--- config.mk ---
export PLATFORM = sky130hd
export DESIGN_NAME = network_transport_port
export DESIGN_NICKNAME = d
export VERILOG_FILES = /design/src/conn_pkg.sv /design/src/two_entry_buffer.sv /design/src/ack_timer.sv /design/src/network_transport_port.sv
export SDC_FILE = /design/constraint.sdc
export NUM_CORES = 1
export LEC_CHECK = 0
export BUFFER_PORTS_ARGS = -buffer_cell sky130_fd_sc_hd__buf_2
export CAP_MARGIN = 20
export CORE_MARGIN = 3
export CORE_UTILIZATION = 45
export CTS_CLUSTER_SIZE = 10
export DETAILED_ROUTE_END_ITERATION = 8
export PLACE_DENSITY = 0.7
export SYNTH_ARGS = -nofsm -noshare
export SYNTH_HDL_FRONTEND = slang
export SYNTH_SLANG_ARGS = --single-unit
--- constraint.sdc ---
create_clock -name clk_in -period 1.96 [get_ports clk_in]
set_input_delay 0.098 -clock clk_in [delete_from_list [all_inputs] [get_ports clk_in]]
set_output_delay 0.098 -clock clk_in [all_outputs]
set_load 0.02 [all_outputs]
--- src/conn_pkg.sv ---
// shared types and constants for the network transport connection block
package conn_pkg;

    // =========================================================
    // connection states, gray coded along the usual path
    typedef enum logic [2:0] {
        state_idle_unlinked = 3'h0,
        state_passive_wait = 3'h1,
        state_active_open = 3'h3,
        state_linked = 3'h2,
        state_teardown = 3'h6
    } conn_state_t;

    // =========================================================
    // socket operations issued to the tcp/ip engine
    typedef enum logic [3:0] {
        op_none = 4'h0,
        op_socket = 4'h1,
        op_bind = 4'h2,
        op_listen = 4'h3,
        op_accept = 4'h4,
        op_connect = 4'h5,
        op_send = 4'h6,
        op_recv = 4'h7,
        op_shutdown = 4'h8,
        op_close = 4'h9
    } sock_op_t;

    // =========================================================
    // service requests from the upper port layer
    typedef enum logic [2:0] {
        req_listen = 3'h0,
        req_connect = 3'h1,
        req_send = 3'h2,
        req_recv = 3'h3,
        req_disc = 3'h4
    } upper_req_t;

    // =========================================================
    // widths, steps and timing
    localparam int CHAR_W = 8;
    localparam int TMO_W = 32;
    localparam logic [2:0] STEP_FIRST = 3'h0;
    localparam int CLK_HZ = 100_000_000;
    localparam int ACK_TMO_MS = 2500;
    localparam int ACK_TMO_CYC = ACK_TMO_MS * (CLK_HZ / 1000);
    localparam logic [TMO_W-1:0] TMO_ZERO = 32'h0000_0000;
    localparam logic [TMO_W-1:0] TMO_ONE = 32'h0000_0001;
    localparam logic [1:0] BUF_FULL = 2'h2;

endpackage : conn_pkg

--- src/two_entry_buffer.sv ---
// two-entry buffer carrying received characters to the upper layer
`timescale 1ns/100ps
module two_entry_buffer (
    input logic clk_in,
    input logic rst_in,
    input logic in_valid_in,
    output logic in_ready_out,
    input logic [conn_pkg::CHAR_W-1:0] in_data_in,
    output logic out_valid_out,
    input logic out_ready_in,
    output logic [conn_pkg::CHAR_W-1:0] out_data_out
);
    import conn_pkg::*;

    typedef struct packed {
        logic [1:0][CHAR_W-1:0] mem;
        logic wr;
        logic rd;
        logic [1:0] cnt;
    } buf_t;

    buf_t r;
    buf_t n;
    logic push;
    logic pop;

    // =========================================================
    // handshakes: full refuses, empty shows nothing
    assign in_ready_out = (r.cnt != BUF_FULL);
    assign out_valid_out = (r.cnt != 2'h0);
    assign out_data_out = r.mem[r.rd];
    assign push = in_valid_in && in_ready_out;
    assign pop = out_valid_out && out_ready_in;

    // next state: write at wr, read at rd, count follows both
    always_comb begin
        n = r;
        if (push) begin
            n.mem[r.wr] = in_data_in;
            n.wr = ~r.wr;
        end
        if (pop) begin
            n.rd = ~r.rd;
        end
        n.cnt = r.cnt + {1'b0, push} - {1'b0, pop};
    end

    always_ff @(posedge clk_in) begin
        if (rst_in) begin
            r <= '0;
        end else begin
            r <= n;
        end
    end

endmodule : two_entry_buffer

--- src/ack_timer.sv ---
// acknowledgement time-out timer for transmitted frames
`timescale 1ns/100ps
module ack_timer #(
    parameter logic [conn_pkg::TMO_W-1:0] INIT_CYC = 32'h0ee6_b280
) (
    input logic clk_in,
    input logic rst_in,
    input logic load_in,
    input logic [conn_pkg::TMO_W-1:0] load_val_in,
    input logic frame_tx_in,
    input logic ack_rx_in,
    output logic expired_out,
    output logic [conn_pkg::TMO_W-1:0] tmo_out
);
    import conn_pkg::*;

    typedef struct packed {
        logic [TMO_W-1:0] tmo;
        logic [TMO_W-1:0] cnt;
        logic run;
        logic exp;
    } tmr_t;

    tmr_t r;
    tmr_t n;

    assign expired_out = r.exp;
    assign tmo_out = r.tmo;

    // =========================================================
    // a new period only affects frames started after the load;
    // a frame already running keeps the period it started with
    always_comb begin
        n = r;
        n.exp = 1'b0;
        if (load_in) begin
            n.tmo = (load_val_in == TMO_ZERO) ? TMO_ONE : load_val_in;
        end
        if (frame_tx_in) begin
            n.cnt = r.tmo;
            n.run = 1'b1;
        end else if (ack_rx_in) begin
            n.run = 1'b0;
        end else if (r.run) begin
            n.cnt = r.cnt - TMO_ONE;
            if (r.cnt == TMO_ONE) begin
                n.run = 1'b0;
                n.exp = 1'b1;
            end
        end
    end

    // reset restores the initial network period
    always_ff @(posedge clk_in) begin
        if (rst_in) begin
            r <= '{tmo: INIT_CYC, cnt: TMO_ZERO, run: 1'b0, exp: 1'b0};
        end else begin
            r <= n;
        end
    end

endmodule : ack_timer

--- src/network_transport_port.sv ---
// connection state machine of a network transport port
// Function
// - hard reset starts in not-connected state
// - returning to not-connected closes the socket
// - not connected: only opens accepted, rest refused
// - passive open from idle enters listening
// - active open from idle enters connecting
// - listening entry: socket, bind, listen, accept
// - listening: connect and teardown accepted, others refused
// - accept success: connected, link-up confirmation
// - teardown while listening: accept fails, link-down
// - connect while listening: close, then connecting
// - connecting entry: socket, bind, connect
// - connecting: only teardown accepted, others refused
// - teardown or connect failure: idle, link-down
// - connect success: connected, link-up confirmation
// - connected: send, receive, teardown; refuse opens
// - teardown when connected enters disconnecting, shutdown
// - remote teardown when connected returns to idle
// - disconnecting: only fetches served, rest refused
// - receive failure while disconnecting: idle, link-down
// - abort login, reset ack, sense loss, reset: nexus
// - parameter change loads new ack time-out
// - initial ack time-out is 2.5 seconds
`timescale 1ns/100ps
module network_transport_port #(
    parameter int ACK_TMO_CYCLES = conn_pkg::ACK_TMO_CYC
) (
    input logic clk_in,
    input logic rst_in,
    input logic req_valid_in,
    input conn_pkg::upper_req_t req_kind_in,
    input logic [conn_pkg::CHAR_W-1:0] req_char_in,
    output logic req_ready_out,
    output logic req_accept_out,
    output logic req_reject_out,
    output logic link_up_out,
    output logic link_down_out,
    output logic rx_valid_out,
    input logic rx_ready_in,
    output logic [conn_pkg::CHAR_W-1:0] rx_char_out,
    output logic op_req_out,
    output conn_pkg::sock_op_t op_code_out,
    output logic [conn_pkg::CHAR_W-1:0] op_data_out,
    output logic op_cancel_out,
    input logic op_ack_in,
    input logic op_ok_in,
    input logic [conn_pkg::CHAR_W-1:0] op_rdata_in,
    input logic remote_close_in,
    input logic remote_conn_in,
    output logic remote_reject_out,
    input logic login_sent_abort_in,
    input logic login_rcvd_abort_in,
    input logic reset_unit_ack_in,
    input logic presence_in,
    input logic reset_line_in,
    output logic nexus_loss_out,
    input logic param_change_in,
    input logic [conn_pkg::TMO_W-1:0] param_tmo_in,
    input logic tmo_unit_in,
    input logic [conn_pkg::TMO_W-1:0] tmo_unit_val_in,
    input logic frame_tx_in,
    input logic ack_rx_in,
    output logic ack_expired_out,
    output conn_pkg::conn_state_t state_out
);
    import conn_pkg::*;

    // =========================================================
    // state record
    typedef struct packed {
        conn_state_t st;
        logic [2:0] step;
        logic busy;
        sock_op_t op;
        logic [CHAR_W-1:0] odata;
        logic close_pend;
        logic go_active;
        logic cancel;
        logic up;
        logic down;
        logic acc;
        logic rej;
        logic rrej;
        logic nexus;
        logic pres_m;
        logic pres_s;
        logic pres_d;
        logic rline_m;
        logic rline_s;
        logic rline_d;
    } ctl_t;

    localparam ctl_t CTL_RST = '0;

    ctl_t r;
    ctl_t n;
    logic take;
    logic legal;
    logic push;
    logic buf_rdy;
    logic tmo_load;
    logic [TMO_W-1:0] tmo_val;
    sock_op_t seq;

    // =========================================================
    // opening, close and shutdown sequences issued one operation at a time
    function automatic sock_op_t seq_op(conn_state_t st,
                                        logic [2:0] step,
                                        logic cp);
        sock_op_t o;
        o = op_none;
        unique case (st)
            state_idle_unlinked: begin
                if (cp) begin
                    o = op_close;
                end
            end
            state_passive_wait: begin
                unique case (step)
                    3'h0: o = op_socket;
                    3'h1: o = op_bind;
                    3'h2: o = op_listen;
                    3'h3: o = op_accept;
                    default: o = op_none;
                endcase
            end
            state_active_open: begin
                unique case (step)
                    3'h0: o = op_socket;
                    3'h1: o = op_bind;
                    3'h2: o = op_connect;
                    default: o = op_none;
                endcase
            end
            state_teardown: begin
                if (step == STEP_FIRST) begin
                    o = op_shutdown;
                end
            end
            state_linked: o = op_none;
            default: o = op_none;
        endcase
        return o;
    endfunction : seq_op

    // which requests each state accepts; everything else is refused
    function automatic logic req_ok(conn_state_t st, upper_req_t k);
        logic ok;
        ok = 1'b0;
        unique case (st)
            state_idle_unlinked: ok = (k == req_listen) || (k == req_connect);
            state_passive_wait: ok = (k == req_connect) || (k == req_disc);
            state_active_open: ok = (k == req_disc);
            state_linked: ok = (k != req_listen) && (k != req_connect);
            state_teardown: ok = (k == req_recv);
            default: ok = 1'b0;
        endcase
        return ok;
    endfunction : req_ok

    // =========================================================
    // request handshake: refusals are taken at once, accepted ones
    // wait until the engine is in the matching phase
    always_comb begin
        legal = req_ok(r.st, req_kind_in);
        req_ready_out = 1'b1;
        if (legal) begin
            unique case (r.st)
                state_idle_unlinked: req_ready_out = !r.busy && !r.close_pend;
                state_passive_wait: req_ready_out = r.busy && !op_ack_in
                    && (r.op == op_accept) && !r.go_active;
                state_active_open: req_ready_out = r.busy && !op_ack_in
                    && (r.op == op_connect);
                state_linked: req_ready_out = !r.busy
                    && ((req_kind_in != req_recv) || buf_rdy);
                state_teardown: req_ready_out = !r.busy
                    && (r.step != STEP_FIRST) && buf_rdy;
                default: req_ready_out = 1'b1;
            endcase
        end
    end

    assign take = req_valid_in && req_ready_out;
    assign seq = seq_op(r.st, r.step, r.close_pend);

    // =========================================================
    // next state
    always_comb begin
        n = r;
        push = 1'b0;
        n.up = 1'b0;
        n.down = 1'b0;
        n.acc = 1'b0;
        n.rej = 1'b0;
        n.cancel = 1'b0;
        // first stage feeds only the second stage
        n.pres_m = presence_in;
        n.pres_s = r.pres_m;
        n.pres_d = r.pres_s;
        n.rline_m = reset_line_in;
        n.rline_s = r.rline_m;
        n.rline_d = r.rline_s;
        n.nexus = login_sent_abort_in || login_rcvd_abort_in
            || reset_unit_ack_in || (r.pres_d && !r.pres_s)
            || (r.rline_s && !r.rline_d);
        n.rrej = remote_conn_in && (r.st != state_passive_wait);
        // completion of the outstanding socket operation
        if (r.busy && op_ack_in) begin
            n.busy = 1'b0;
            n.op = op_none;
            unique case (r.op)
                op_accept: begin
                    if (r.go_active) begin
                        n.busy = 1'b1;
                        n.op = op_close;
                    end else if (op_ok_in) begin
                        n.st = state_linked;
                        n.up = 1'b1;
                    end else begin
                        n.st = state_idle_unlinked;
                        n.down = 1'b1;
                        n.close_pend = 1'b1;
                    end
                end
                op_connect: begin
                    if (op_ok_in) begin
                        n.st = state_linked;
                        n.up = 1'b1;
                    end else begin
                        n.st = state_idle_unlinked;
                        n.down = 1'b1;
                        n.close_pend = 1'b1;
                    end
                end
                op_close: begin
                    if (r.st == state_passive_wait) begin
                        n.st = state_active_open;
                        n.step = STEP_FIRST;
                        n.go_active = 1'b0;
                    end else begin
                        n.close_pend = 1'b0;
                    end
                end
                op_recv: begin
                    if (op_ok_in) begin
                        // characters outside a connection are dropped
                        push = (r.st == state_linked)
                            || (r.st == state_teardown);
                    end else if (r.st == state_teardown) begin
                        n.st = state_idle_unlinked;
                        n.down = 1'b1;
                        n.close_pend = 1'b1;
                    end
                end
                op_socket, op_bind, op_listen: begin
                    // a failed setup step abandons the attempt
                    if (!op_ok_in) begin
                        n.st = state_idle_unlinked;
                        n.down = 1'b1;
                        n.close_pend = 1'b1;
                    end
                end
                op_send, op_shutdown, op_none: begin
                    n.op = op_none;
                end
                default: n.op = op_none;
            endcase
        end else if (!r.busy && (seq != op_none)) begin
            n.busy = 1'b1;
            n.op = seq;
            n.step = r.step + 3'h1;
        end
        // requests from the upper layer
        if (take && !legal) begin
            n.rej = 1'b1;
        end else if (take) begin
            n.acc = 1'b1;
            unique case (req_kind_in)
                req_listen: begin
                    n.st = state_passive_wait;
                    n.step = STEP_FIRST;
                end
                req_connect: begin
                    if (r.st == state_passive_wait) begin
                        n.go_active = 1'b1;
                        n.cancel = 1'b1;
                    end else begin
                        n.st = state_active_open;
                        n.step = STEP_FIRST;
                    end
                end
                req_send: begin
                    n.busy = 1'b1;
                    n.op = op_send;
                    n.odata = req_char_in;
                end
                req_recv: begin
                    n.busy = 1'b1;
                    n.op = op_recv;
                end
                req_disc: begin
                    if (r.st == state_linked) begin
                        n.st = state_teardown;
                        n.step = STEP_FIRST;
                    end else begin
                        // the engine fails the pending accept or connect
                        n.cancel = 1'b1;
                    end
                end
                default: n.acc = 1'b0;
            endcase
        end
        // the peer tearing down overrides a local request
        if (remote_close_in && (r.st == state_linked)) begin
            n.st = state_idle_unlinked;
            n.close_pend = 1'b1;
        end
    end

    // synchronous reset puts the machine in the unlinked state
    always_ff @(posedge clk_in) begin
        if (rst_in) begin
            r <= CTL_RST;
        end else begin
            r <= n;
        end
    end

    // =========================================================
    // outputs
    assign req_accept_out = r.acc;
    assign req_reject_out = r.rej;
    assign link_up_out = r.up;
    assign link_down_out = r.down;
    assign op_req_out = r.busy;
    assign op_code_out = r.op;
    assign op_data_out = r.odata;
    assign op_cancel_out = r.cancel;
    assign remote_reject_out = r.rrej;
    assign nexus_loss_out = r.nexus;
    assign state_out = r.st;

    // =========================================================
    // receive path; a recv is only issued while there is room
    two_entry_buffer u_rx_buf (
        .clk_in(clk_in),
        .rst_in(rst_in),
        .in_valid_in(push),
        .in_ready_out(buf_rdy),
        .in_data_in(op_rdata_in),
        .out_valid_out(rx_valid_out),
        .out_ready_in(rx_ready_in),
        .out_data_out(rx_char_out)
    );

    // either source may replace the period
    assign tmo_load = param_change_in || tmo_unit_in;
    assign tmo_val = param_change_in ? param_tmo_in : tmo_unit_val_in;

    ack_timer #(
        .INIT_CYC(TMO_W'(ACK_TMO_CYCLES))
    ) u_ack_timer (
        .clk_in(clk_in),
        .rst_in(rst_in),
        .load_in(tmo_load),
        .load_val_in(tmo_val),
        .frame_tx_in(frame_tx_in),
        .ack_rx_in(ack_rx_in),
        .expired_out(ack_expired_out),
        .tmo_out()
    );
endmodule : network_transport_port

After elaboration in Yosys (flattened, before gate mapping)
Index checks and enable logic that the tools add are counted.

Register bits: 120. Bits of input ports: 100. Output and inout bits: 34. Word-level logic and storage cells: 196.

Add/sub/neg operators: 4. $lt $le $gt $ge: 3. Eq/ne operators: 28. Multiplexer cells: 69. Bitwise operators: 6. Reduce and logical (&&, ||, !) cells: 57.

Operators by type and width (number): two-way mux 32 bit (3); two-way mux 8 bit (6); two-way mux 19 bit (2); two-way mux 34 bit (1); two-way mux 33 bit (1); equality test 32 x 1 -> 1 bit (second input constant) (1); zero test 32 bit (1); subtractor 32 x 1 -> 32 bit (second input constant) (1); two-way mux 1 bit (22); logical AND 1 bit (20); equality test 3 x 2 -> 1 bit (second input constant) (6); two-way mux 3 bit (6); two-way mux 6 bit (3); case mux 6 bit (3 select lines) (1); bitwise mux 16 bit (1); case mux 4 bit (4 select lines) (1); case mux 3 bit (5 select lines) (1); two-way mux 2 bit (7); equality test 4 x 3 -> 1 bit (second input constant) (3); two-way mux 4 bit (3); case mux 3 bit (4 select lines) (1); case mux 1 bit (5 select lines) (2); case mux 5 bit (2 select lines) (1); equality test 3 x 1 -> 1 bit (second input constant) (3); other kinds (34) (70).

Logic depth before layout (Yosys ltp)
Gate-level depths: netlist of the first run.

Depth after elaboration: 11. Gate-level depth with buffers: 9. Gate-level depth less buffers: 8.

Hierarchy
Synthesis of the first run repeated with hierarchy kept, for this count alone.

Cells, all modules: 822. Area total of the unflattened synthesis: 7206.9 um2.

Modules (own cells, without submodules): ack_timer (times used 1, cells each 408, area each 3583.4 um2, seq. area each 1321.3 um2); network_transport_port (times used 1, cells each 302, area each 2538.7 um2, seq. area each 680.7 um2); two_entry_buffer (times used 1, cells each 112, area each 1084.8 um2, seq. area each 400.4 um2).

Worst setup path before layout of the first run
Ideal clock, no wire load.

Path kind: reg2reg. From: register r (netlist bit op_req_out). To: register u_rx_buf.r[19] (netlist name). Setup time: 0.128 ns. Data arrival time: 2.039 ns. Required time: 1.832 ns. Slack: -0.207 ns. Stages on the path, launching flop included: 7. Path buffers: 1. Period minus slack after synthesis: 2.167 ns. Cells stage by stage: dfxtp_1 > buf_2 > nand2_1 > or4b_1 > nor2_2 > mux2i_1 > nor2_1.

Longest elaborated chain between the ends: 3.

RTL lines: start, declared (line network_transport_port.sv:96) `ctl_t r;`; start signal, assigned (line network_transport_port.sv:326) `r <= n;`; logical AND 1 bit (line network_transport_port.sv:209) `if (r.busy && op_ack_in) begin`; two-way mux 1 bit (line network_transport_port.sv:209); logical AND 1 bit (line two_entry_buffer.sv:32) `assign push = in_valid_in && in_ready_out;`; end signal, assigned (line two_entry_buffer.sv:52) `r <= n;`; end, declared (line two_entry_buffer.sv:22) `buf_t r;`.

Every way passes these cells. A chain may end at the register's enable or synchronous reset.

Final worst setup path of the first run
From: register r (netlist bit state_out[1]). To: register r (netlist bit op_data_out[0]).

Longest elaborated chain between the ends: 7. Elaborated cells between the ends (all ways): 13. Classes of those cells: 4 x eq/ne; 3 x mux; 1 x bitwise; 5 x reduce/logical.

RTL lines: equality test 3 bit (tied with other cells) (line network_transport_port.sv:151, network_transport_port.sv:169); case mux 1 bit (5 select lines), on equally long branches (line network_transport_port.sv:169, network_transport_port.sv:151); two-way mux 1 bit (line network_transport_port.sv:168) `if (legal) begin`; logical AND 1 bit (line network_transport_port.sv:184) `assign take = req_valid_in && req_ready_out;`; logical AND 1 bit (line network_transport_port.sv:275) `if (take && !legal) begin`; inverter 1 bit (no source line); AND reduction 3 bit (no source line) (*).

Mark *: on every way between the ends. The rest lies on a longest branch, timed or not.

==> impl_metrics.csv, run 1 <==
group,metric,value,unit
drt,vias,6751,
drt,wirelength,20.4,mm
global_routing,grt_pass1_wl,31.9,mm
cells_and_area,layout_commonest_cell,"buf_2",
sta,min_period,2.11,ns
cells_and_area,final_cell_mix,"buf_2 (131), dfxtp_1 (110), nor2_1 (92)",
sta,rsz0062_at_grt,"yes",
clocking,max-clock-path-buffers,2,
worst_setup_path,cp-start-kind,"register",
synth,ys_types,72,
sta,setup_ws,-0.146,ns
floorplan,core,0.0140,mm^2
placement,portBuffers,133,
synth,synth_nets,894,
pwr,peakVddDrop,0.598,mV
sta,final-max-slew-violation-count,0,
floorplan,io_pins,134,
worst_setup_path,crit_chain,"buf_6 -> or4_4 -> a31oi_4 -> buf_6 -> o221ai_4 -> buf_12 -> o31ai_2 -> a21oi_1",
pwr,power_leakage,4.05,nW
clocking,clk_latency,0.42,ns
synth,yosys-top-cells-area,"dfxtp_1 (37%), mux2i_1 (5.7%), nor2_1 (5.4%)",
drt,dr.pass1.iters,5,
sta,slew_headroom,36.7,%
cells_and_area,fillCellCount,1060,
cells_and_area,layout-drive-gt1-share,36.3,%
sta,hold_ws,0.00329,ns
clocking,cts.htree.levels,4,
worst_setup_path,reg2reg_slack,-0.15,ns
worst_setup_path,critPathBufInv,3,
global_routing,grt_pass1_vias,6561,
synth,netlist_area,0.00651,mm^2
clocking,cts_made_buffers,17,
global_routing,gr-usage-all-layers,24.4,%
floorplan,start_util,46.5,%
cells_and_area,antenna_cells,0,
pwr,powerDensity,744,mW/mm^2
drt,wire_per_inst,16.7,um
sta,worst_slew_pin_slew,0.949,ns
placement,place_congestion,0.898,
worst_setup_path,crit_arrival,2.39,ns
clocking,clk_pin_slew,0.05,ns
synth,synth_top_area_share,36.9,%
clocking,cts_tree,"built",
synth,ys_seq_area_share,36.9,%
outcome,status,"finished, violations left",
worst_setup_path,crit_slowest_cell,"or4_4",
worst_setup_path,max_stage_delay,0.49,ns
global_routing,grt.overflow.total,0,
synth,dominantRegCellSynth,"dfxtp_1",
placement,post-dp-hpwl,12.9,mm
clocking,cts-root-buf,"clkbuf_16",
drt,drtIter0Drc,406,
worst_setup_path,endpoint_kind,"register",
worst_setup_path,cp.required,2.25,ns
sta,fin_crit_sh,107,%
outcome,violations,"setup timing",
drt,drc,0,
synth,syn_inst,785,
floorplan,die_x,126,um
floorplan,dieArea,0.0159,mm^2
synth,synth_top_area_cell,"dfxtp_1",
worst_setup_path,cpMostUsedCell,"buf_6",
sta,timing.fmax,0.475,GHz
sta,hold_viol,0,
drt,viasPerCell,5.52,
synth,ys_ff_latch,120,
global_routing,grt_antenna_before_repair,0,
run,maxCapViolations,0,
floorplan,dieHeight,126,um
worst_setup_path,critPathKind,"register to register",
worst_setup_path,crit_family,"compound AO/OA/AOI/OAI gates",
cells_and_area,final_nets,1138,
global_routing,grt_max_degree,75,
synth,syn_area_per_cell,8.29,um^2
sta,worst_clock_skew,0.00928,ns
synth,yosysWarnings,0,
cells_and_area,areaGrowthSynthToFinish,47.5,%
drt,antenna_left,0,
clocking,clock-sinks,120,
sta,fin_setup_tns,-2.15,ns
synth,async_reset_ff_share,0,%
synth,synth_edf_count,0,
sta,final-setup-viol-count,29,
worst_hold_path,min_path_type,"input port to register",
floorplan,num_rows,43,
worst_setup_path,critPathMaxFanout,8,
logic make-up after synthesis:
| kind of cell | synth area share [%] |
|---|---|
| and+or+nand+nor | 26.3 |
| AOI/OAI and AO/OA | 15.7 |
| DFF | 36.9 |
| buffers and inverters | 6.08 |
| muxes | 8.98 |
| xor gates and xnor gates | 4.31 |
| adders and majority gates | 1.73 |
cell usage after synthesis, types with 19 or more instances:
| library cell | instances |
|---|---|
| nand2b_1 | 21 |
| a21oi_1 | 62 |
| nand2_1 | 61 |
| clkbuf_1 | 35 |
| mux2i_1 | 37 |
| nor2b_1 | 31 |
| xnor2_1 | 24 |
| nor3_1 | 29 |
| mux2_2 | 19 |
| inv_1 | 20 |
| o21ai_0 | 20 |
| nor2_1 | 93 |
| dfxtp_1 | 120 |
per-layer routing:
layer / global-route usage [%] / up-vias / part of all wire [%]
met4: 9.02 / 0 / 2.9
met3: 5.60 / 64 / 4.5
li1: - / 3257 / -
met1: 31.0 / 3212 / 43
met2: 40.7 / 218 / 50
met5: 0 / - / 0
stage by stage:
stage | total power, mW | std cells | area, um^2 | setup slack (ns) | utilization [%]
detailed placement | 3.84 | 1125 | 7850 | -0.174 | 56.1
finish | 7.14 | 1222 | 9600 | -0.146 | 68.6
CTS | 7.04 | 1217 | 9220 | -0.0699 | 65.9
floorplan | 3.39 | 785 | 6550 | -0.0959 | -
global placement | 3.83 | 1125 | 7850 | -0.107 | 56.1
global route | 7.40 | 1222 | 9600 | -0.219 | 68.6
worst paths after layout:
| check | startpoint | endpoint | depth (start not counted) |
|---|---|---|---|
| hold / removal | tmo_unit_val_in[15] | u_ack_timer.tmo_out[15]$_SDFFE_PP1P_ | 3 |
| setup reg to reg | state_out[1]$_SDFF_PP0_ | op_data_out[0]$_SDFFE_PP0P_ | 8 |
| setup / recovery | state_out[1]$_SDFF_PP0_ | op_data_out[0]$_SDFFE_PP0P_ | 8 |
| hold reg to reg | n[0]$_SDFF_PP0_ | r[0]$_SDFF_PP0_ | 2 |
cell type report:
| cell class | count | area [um^2] | area share (%) |
|---|---|---|---|
| inverters | 22 | 82.6 | 0.861 |
| clock buffers | 24 | 482 | 5.02 |
| clock inverters | 8 | 95.1 | 0.991 |
| flip-flops and latches | 120 | 2410 | 25.2 |
| repair buffers | 290 | 2080 | 21.6 |
| well taps | 180 | 225 | 2.35 |
| multi-input cells | 578 | 4220 | 44.0 |
flip-flops by register name, indices dropped and copies added (netlist names):
register	flops
link_down_out	1
link_up_out	1
n	4
nexus_loss_out	1
op_cancel_out	1
op_code_out	4
op_data_out	8
op_req_out	1
r	7
remote_reject_out	1
req_accept_out	1
req_reject_out	1
state_out	3
u_ack_timer.expired_out	1
u_ack_timer.r	33
u_ack_timer.tmo_out	32
u_rx_buf.r	20
power by group:
part | switching (mW) | internal, mW | leakage, nW
combinational | 0.713 | 0.697 | 2.78
sequential | 0.104 | 2.57 | 0.989
clock | 1.09 | 1.96 | 0.280
total | 1.91 | 5.23 | 4.05
repair_timing:
item,CTS,global route
resized for setup,45,67
hold endpoints to repair,59,0
hold buffers,54,0
pin swaps,15,34
endpoints found under the setup margin,40,64
buffers inserted,6,5
worst register-to-register path, stage by stage (launching register included):
cell      delay, ns
dfxtp_2        0.33
buf_6          0.12
or4_4          0.49
a31oi_4        0.23
buf_6          0.13
o221ai_4       0.18
buf_12         0.21
o31ai_2        0.19
a21oi_1        0.10
(Power assumes the default switching activity.)
==> inputs of run 2 (changes only) <==
--- a/config.mk
+++ b/config.mk
@@ -12,6 +12,7 @@
 export CTS_CLUSTER_SIZE = 10
 export DETAILED_ROUTE_END_ITERATION = 8
 export PLACE_DENSITY = 0.7
+export SETUP_SLACK_MARGIN = 0.5
 export SYNTH_ARGS = -nofsm -noshare
 export SYNTH_HDL_FRONTEND = slang
 export SYNTH_SLANG_ARGS = --single-unit
==> constraint.sdc (replaced) <==
create_clock -name clk_in -period 1.96 [get_ports clk_in]
set_input_delay 0.49 -clock clk_in [delete_from_list [all_inputs] [get_ports clk_in]]
set_output_delay 0.49 -clock clk_in [all_outputs]
set_load 0.02 [all_outputs]
==> impl_metrics.csv, run 2 (synthesis gave the netlist of run 1 again) <==
group,metric,value,unit
placement,portBuffers,133,
drt,antenna_left,0,
sta,final-max-slew-violation-count,0,
clocking,holdBufCountCts,0,
drt,wirelength,23.2,mm
worst_hold_path,min_from,"reset_unit_ack_in",
worst_setup_path,endpoint_kind,"primary output",
clocking,cts_made_buffers,17,
clocking,max-clock-path-buffers,2,
outcome,violations,"setup timing",
pwr,peakVddDrop,0.683,mV
clocking,cts-root-buf,"clkbuf_16",
sta,slew_headroom,43.6,%
floorplan,num_rows,43,
worst_setup_path,cp-start-kind,"register",
floorplan,core,0.0140,mm^2
pwr,pwr-share-comb,21.6,%
floorplan,dieHeight,126,um
sta,fin_setup_tns,-7.15,ns
worst_setup_path,reg2reg_depth,12,
cells_and_area,design_area,0.0103,mm^2
drt,dr.pass1.iters,5,
sta,final-setup-viol-count,56,
global_routing,use_met1,30.3,%
floorplan,dieArea,0.0159,mm^2
global_routing,met3_usage,5.09,%
global_routing,grt_pass1_wl,31.8,mm
drt,viasPerCell,5.83,
cells_and_area,layout_commonest_cell,"buf_4",
clocking,clock-sinks,120,
cells_and_area,finish.utilization,73.8,%
sta,rsz0062_at_grt,"yes",
clocking,cts.htree.levels,4,
worst_hold_path,hold_depth,3,
clocking,clk_latency,0.42,ns
worst_setup_path,r2r_start,"r[28]$_SDFF_PP0_",
pwr,powerDensity,756,mW/mm^2
sta,worst_clock_skew,0.00876,ns
clocking,clk_pin_slew,0.06,ns
cells_and_area,antenna_cells,0,
worst_hold_path,hold_end,"nexus_loss_out$_SDFF_PP0_",
global_routing,gr-usage-met2,42.2,%
drt,drc,0,
floorplan,io_pins,134,
drt,wire_per_inst,18.9,um
worst_setup_path,r2r_end,"op_data_out[7]$_SDFFE_PP0P_",
pwr,internal_power,5.66,mW
global_routing,grt_pass1_vias,6562,
global_routing,grt_antenna_before_repair,0,
placement,place_congestion,0.882,
drt,drtIter0Drc,459,
sta,fin_crit_sh,122,%
pwr,p_switching,2.15,mW
worst_setup_path,crit_arrival,1.89,ns
outcome,status,"finished, violations left",
floorplan,die_x,126,um
run,maxCapViolations,0,
pwr,power_leakage,4.39,nW
clocking,cts_tree,"built",
pwr,p_seq_share,34.2,%
placement,post_dp_cell_area,0.00816,mm^2
cells_and_area,areaGrowthSynthToFinish,58.8,%
sta,setup_ws,-0.423,ns
floorplan,start_util,46.5,%
worst_hold_path,min_path_type,"input port to register",
global_routing,grt.overflow.total,0,
sta,min_period,2.38,ns
sta,timing.fmax,0.420,GHz
cells_and_area,top_register,"u_ack_timer.r",
global_routing,gr-max-usage-layer,"met2",
pwr,p_clk_share,44.2,%
cells_and_area,largest_reg_flops,33,
global_routing,gr-usage-all-layers,24.3,%
sta,worst_slew_pin_slew,0.846,ns
cells_and_area,final_nets,1145,
drt,vias,7161,
worst_setup_path,cp.required,1.47,ns
worst_setup_path,critPathMaxFanout,2,
pwr,switching_share,27.6,%
cells_and_area,layout-drive-gt1-share,48.5,%
worst_setup_path,critPathKind,"register to primary output",
worst_setup_path,reg2reg_slack,-0.33,ns
sta,hold_viol,0,
placement,post-dp-hpwl,13.2,mm
cells_and_area,final_cell_mix,"buf_4 (113), buf_2 (112), dfxtp_1 (100)",
global_routing,grt_max_degree,44,
## run 2: cell types whose count changed in the layout (fill, tap and decap cells not counted), sizes merged
| cell | previous run | this run |
|---|---|---|
| nand2b | 21 | 22 |
| inv | 21 | 23 |
| bufinv | 2 | 4 |
| clkbuf | 24 | 20 |
| buf | 236 | 296 |
| dlygate4sd3 | 54 | 0 |
## run 2: layout make-up
| type | count | area [um^2] |
|---|---|---|
| tap | 180 | 225 |
| clock inverter | 12 | 188 |
| sequential | 120 | 2440 |
| clock buffer | 20 | 467 |
| timing repair buffer | 296 | 2290 |
| multi-input combinational | 579 | 4630 |
| fill | 933 | 3660 |
| inverter | 22 | 85.1 |
## run 2: how the worst max path moves through the flow
stage,from,endpoint,slack (ns),cells past startpoint
finish,r[28]$_SDFF_PP0_,req_ready_out,-0.42,8
global route,state_out[0]$_SDFF_PP0_,req_ready_out,-0.50,7
CTS,r[14]$_SDFFE_PP0P_,req_ready_out,-0.38,7
detailed placement,req_kind_in[2],state_out[0]$_SDFF_PP0_,-0.20,6
global placement,state_out[1]$_SDFF_PP0_,u_rx_buf.r[1]$_SDFF_PP0_,-0.20,10
floorplan,state_out[1]$_SDFF_PP0_,req_ready_out,-0.09,6
## run 2: what timing repair did
| item | in CTS | in global routing |
|---|---|---|
| cloned | 2 | 0 |
| setup buffers | 20 | 35 |
| setup endpoints to repair | 92 | 96 |
| gates resized for setup | 144 | 106 |
| pin swaps | 44 | 58 |
## run 2: power groups by stage
stage                     Clock [mW]  Combinational [mW]  Sequential (mW)
after floorplan                    0               0.767             2.70
after global placement             0                1.19             2.72
after detailed placement           0                1.20             2.72
after CTS                       3.46                1.41             2.66
after global routing            3.58                1.80             2.68
final                           3.45                1.69             2.67
## run 2: per-layer routing
layer	part of all wire [%]	wire length [um]
met2	52	12000
met3	6.1	1410
met1	38	8900
met4	3.7	862
met5	0	0
## run 2: critical path: stages, from the launching register on
cell     delay [ns]
dfxtp_2        0.32
inv_1          0.05
ha_2           0.20
a211o_1        0.36
a21oi_2        0.15
buf_4          0.12
nor2_1         0.05
o21ai_1        0.08
buf_4          0.15
## run 2: through the flow
step	setup WS (ns)	hold WS, ns	power, mW	std cells
floorplan	-0.0939	0.411	3.47	785
global placement	-0.202	0.427	3.91	1140
detailed placement	-0.205	0.430	3.92	1140
CTS	-0.376	0.274	7.54	1194
global route	-0.502	0.300	8.07	1229
finish	-0.423	0.286	7.81	1229
==> inputs of run 3 (changes only) <==
--- a/config.mk
+++ b/config.mk
@@ -5,6 +5,7 @@
 export SDC_FILE = /design/constraint.sdc
 export NUM_CORES = 1
 export LEC_CHECK = 0
+export ABC_AREA = 1
 export BUFFER_PORTS_ARGS = -buffer_cell sky130_fd_sc_hd__buf_2
 export CAP_MARGIN = 20
 export CORE_MARGIN = 3
@@ -16,3 +17,4 @@
 export SYNTH_ARGS = -nofsm -noshare
 export SYNTH_HDL_FRONTEND = slang
 export SYNTH_SLANG_ARGS = --single-unit
+export TNS_END_PERCENT = 20
==> impl_metrics.csv, run 3 <==
group,metric,value,unit
outcome,status,"finished, violations left",
outcome,violations,"setup timing",
synth,dominantRegCellSynth,"dfxtp_1",
worst_setup_path,cp-start-kind,"register",
synth,synth_top_area_cell,"dfxtp_1",
worst_setup_path,endpoint_kind,"primary output",
cells_and_area,largest_reg_flops,33,
synth,ys_types,43,
global_routing,grt_pass1_vias,6254,
worst_setup_path,crit_chain,"inv_2 -> ha_4 -> nand2_4 -> nand2_2 -> o21ai_2 -> nand3_2 -> nand3_4 -> buf_6",
clocking,clk_pin_slew,0.06,ns
sta,fin_crit_sh,104,%
worst_setup_path,critPathMaxFanout,2,
drt,wire_per_inst,12.9,um
global_routing,gr-usage-all-layers,21.4,%
pwr,totalPowerFinal,7.15,mW
synth,synth_nets,1163,
sta,rsz0062_at_grt,"yes",
cells_and_area,layoutNonFillerInstCount,1399,
cells_and_area,fillCellCount,1307,
global_routing,grt_pass1_wl,29.2,mm
drt,dr.pass1.iters,5,
floorplan,num_rows,44,
synth,async_reset_ff_share,0,%
sta,slew_headroom,73.2,%
clocking,cts_tree,"built",
pwr,p_seq_share,38.0,%
worst_hold_path,min_path_type,"input port to register",
floorplan,core,0.0147,mm^2
synth,netlist_area,0.00685,mm^2
pwr,internal_power,5.15,mW
drt,drc,0,
synth,yosys-top-cells-area,"dfxtp_1 (35%), nand2_1 (13%), inv_1 (8.1%)",
cells_and_area,layout_commonest_cell,"nand2_1",
pwr,power_leakage,4.43,nW
synth,synth_common_cells,"nand2_1 (239), inv_1 (147), nor2_1 (133)",
drt,viasPerCell,5.03,
pwr,powerDensity,776,mW/mm^2
worst_setup_path,cp.required,1.47,ns
clocking,cts.htree.levels,4,
synth,syn_area_per_cell,6.49,um^2
synth,synth_top_area_share,35.1,%
synth,syn_inst,1054,
floorplan,start_util,46.6,%
pwr,p_clk_share,44.5,%
clocking,cts_made_buffers,17,
floorplan,dieArea,0.0167,mm^2
synth,yosysMostFrequentCell,"nand2_1",
global_routing,grt_antenna_before_repair,0,
floorplan,io_pins,134,
global_routing,grt.overflow.total,0,
sta,worst_slew_pin_slew,0.401,ns
floorplan,die_x,129,um
drt,antenna_left,0,
sta,worst_clock_skew,0.00677,ns
placement,portBuffers,133,
worst_setup_path,crit_arrival,1.55,ns
sta,timing.fmax,0.491,GHz
floorplan,dieHeight,129,um
placement,post-dp-hpwl,12.5,mm
worst_setup_path,max_stage_delay,0.35,ns
sta,min_period,2.04,ns
clocking,cts-root-buf,"clkbuf_16",
synth,synth_edf_count,0,
worst_setup_path,crit_slowest_cell,"dfxtp_2",
cells_and_area,final_nets,1311,
cells_and_area,top_register,"u_ack_timer.r",
pwr,switching_share,28.0,%
clocking,clk_latency,0.42,ns
sta,final-setup-viol-count,1,
run,maxCapViolations,0,
pwr,pwr-share-comb,17.5,%
placement,placed_cells,1342,
synth,yosysWarnings,0,
sta,setup_ws,-0.0757,ns
drt,wirelength,18.0,mm
clocking,max-clock-path-buffers,2,
cells_and_area,antenna_cells,0,
cells_and_area,areaGrowthSynthToFinish,34.6,%
pwr,peakVddDrop,0.594,mV
sta,final-max-slew-violation-count,0,
global_routing,grt_max_degree,59,
drt,vias,7035,
synth,ys_ff_latch,120,
cells_and_area,final_cell_mix,"nand2_1 (204), inv_1 (135), buf_2 (118)",
cells_and_area,layout-drive-gt1-share,32.9,%
synth,ys_seq_area_share,35.1,%
pwr,p_switching,2.00,mW
worst_setup_path,critPathKind,"register to primary output",
clocking,clock-sinks,120,
drt,drtIter0Drc,421,
placement,place_congestion,0.887,
sta,hold_viol,0,
run 3: kinds of logic (layout without fill, tap and decap cells):
family	count (synthesis)	count (layout)	synth area share (%)
xor+xnor	8	8	1.02
fa+ha+maj	9	9	1.65
buf+inv	215	376	13.3
simple gates	502	502	32.9
compound gates	200	200	16.0
flops	120	120	35.1
run 3: timing repair:
action / CTS / global route
gates cloned: 1 / 0
gates resized for setup: 130 / 94
pin swaps: 43 / 58
buffers inserted: 15 / 9
hold buffers: 0 / 0
setup endpoints to repair: 77 / 82
run 3: power groups by stage:
| stage | clock, mW | combinational, mW | sequential, mW |
|---|---|---|---|
| detailed placement | 0 | 1.01 | 2.74 |
| CTS | 3.23 | 1.14 | 2.69 |
| finish | 3.18 | 1.25 | 2.71 |
| global placement | 0 | 1.01 | 2.73 |
| global route | 3.35 | 1.40 | 2.73 |
| floorplan | 0 | 0.722 | 2.71 |
run 3: worst paths after layout:
check	startpoint	end	slack [ns]	cells after the start
max	r[28]$_SDFF_PP0_	req_ready_out	-0.08	8
min	reset_line_in	n[1]$_SDFF_PP0_	0.28	3
max reg2reg	state_out[1]$_SDFF_PP0_	r[13]$_SDFF_PP0_	0.02	13
min reg2reg	n[1]$_SDFF_PP0_	n[0]$_SDFF_PP0_	0.40	2
run 3: layout make-up:
type                            instances  area [um^2]  area share (%)
Multi-Input combinational cell        719         4060            44.1
Sequential cell                       120         2450            26.6
Timing Repair Buffer                  184         1240            13.5
Inverter                              160          618            6.71
Clock buffer                           21          460            5.00
Tap cell                              184          230            2.50
Clock inverter                         11          148            1.60
run 3: critical path: cells and delay by family, from the launching register on:
kind	cells	cell delay (ns)
buffers and inverters	2	0.17
flip-flops	1	0.35
AO/OA/AOI/OAI	1	0.13
AND/OR/NAND/NOR	4	0.32
adder cells (fa/ha/maj)	1	0.16
run 3: metrics by stage:
| step | setup WS, ns | hold slack (ns) | area [um^2] | util (%) | TNS, ns |
|---|---|---|---|---|---|
| floorplan | 0.157 | 0.388 | 6890 | - | 0 |
| global route | -0.131 | 0.267 | 9210 | 62.7 | -0.775 |
| CTS | -0.103 | 0.262 | 8830 | 60.1 | -0.103 |
| global placement | 0.0864 | 0.389 | 7680 | 52.2 | 0 |
| detailed placement | 0.0575 | 0.394 | 7680 | 52.2 | 0 |
| finish | -0.0757 | 0.276 | 9210 | 62.7 | -0.0757 |
run 3: layer usage:
metal / vias up / share of wire [%] / GRT usage (%)
met1: 3107 / 48 / 29.8
met3: 30 / 5.9 / 4.86
met5: - / 0 / 0
met2: 226 / 45 / 33.0
li1: 3672 / - / -
met4: 0 / 1.7 / 6.42
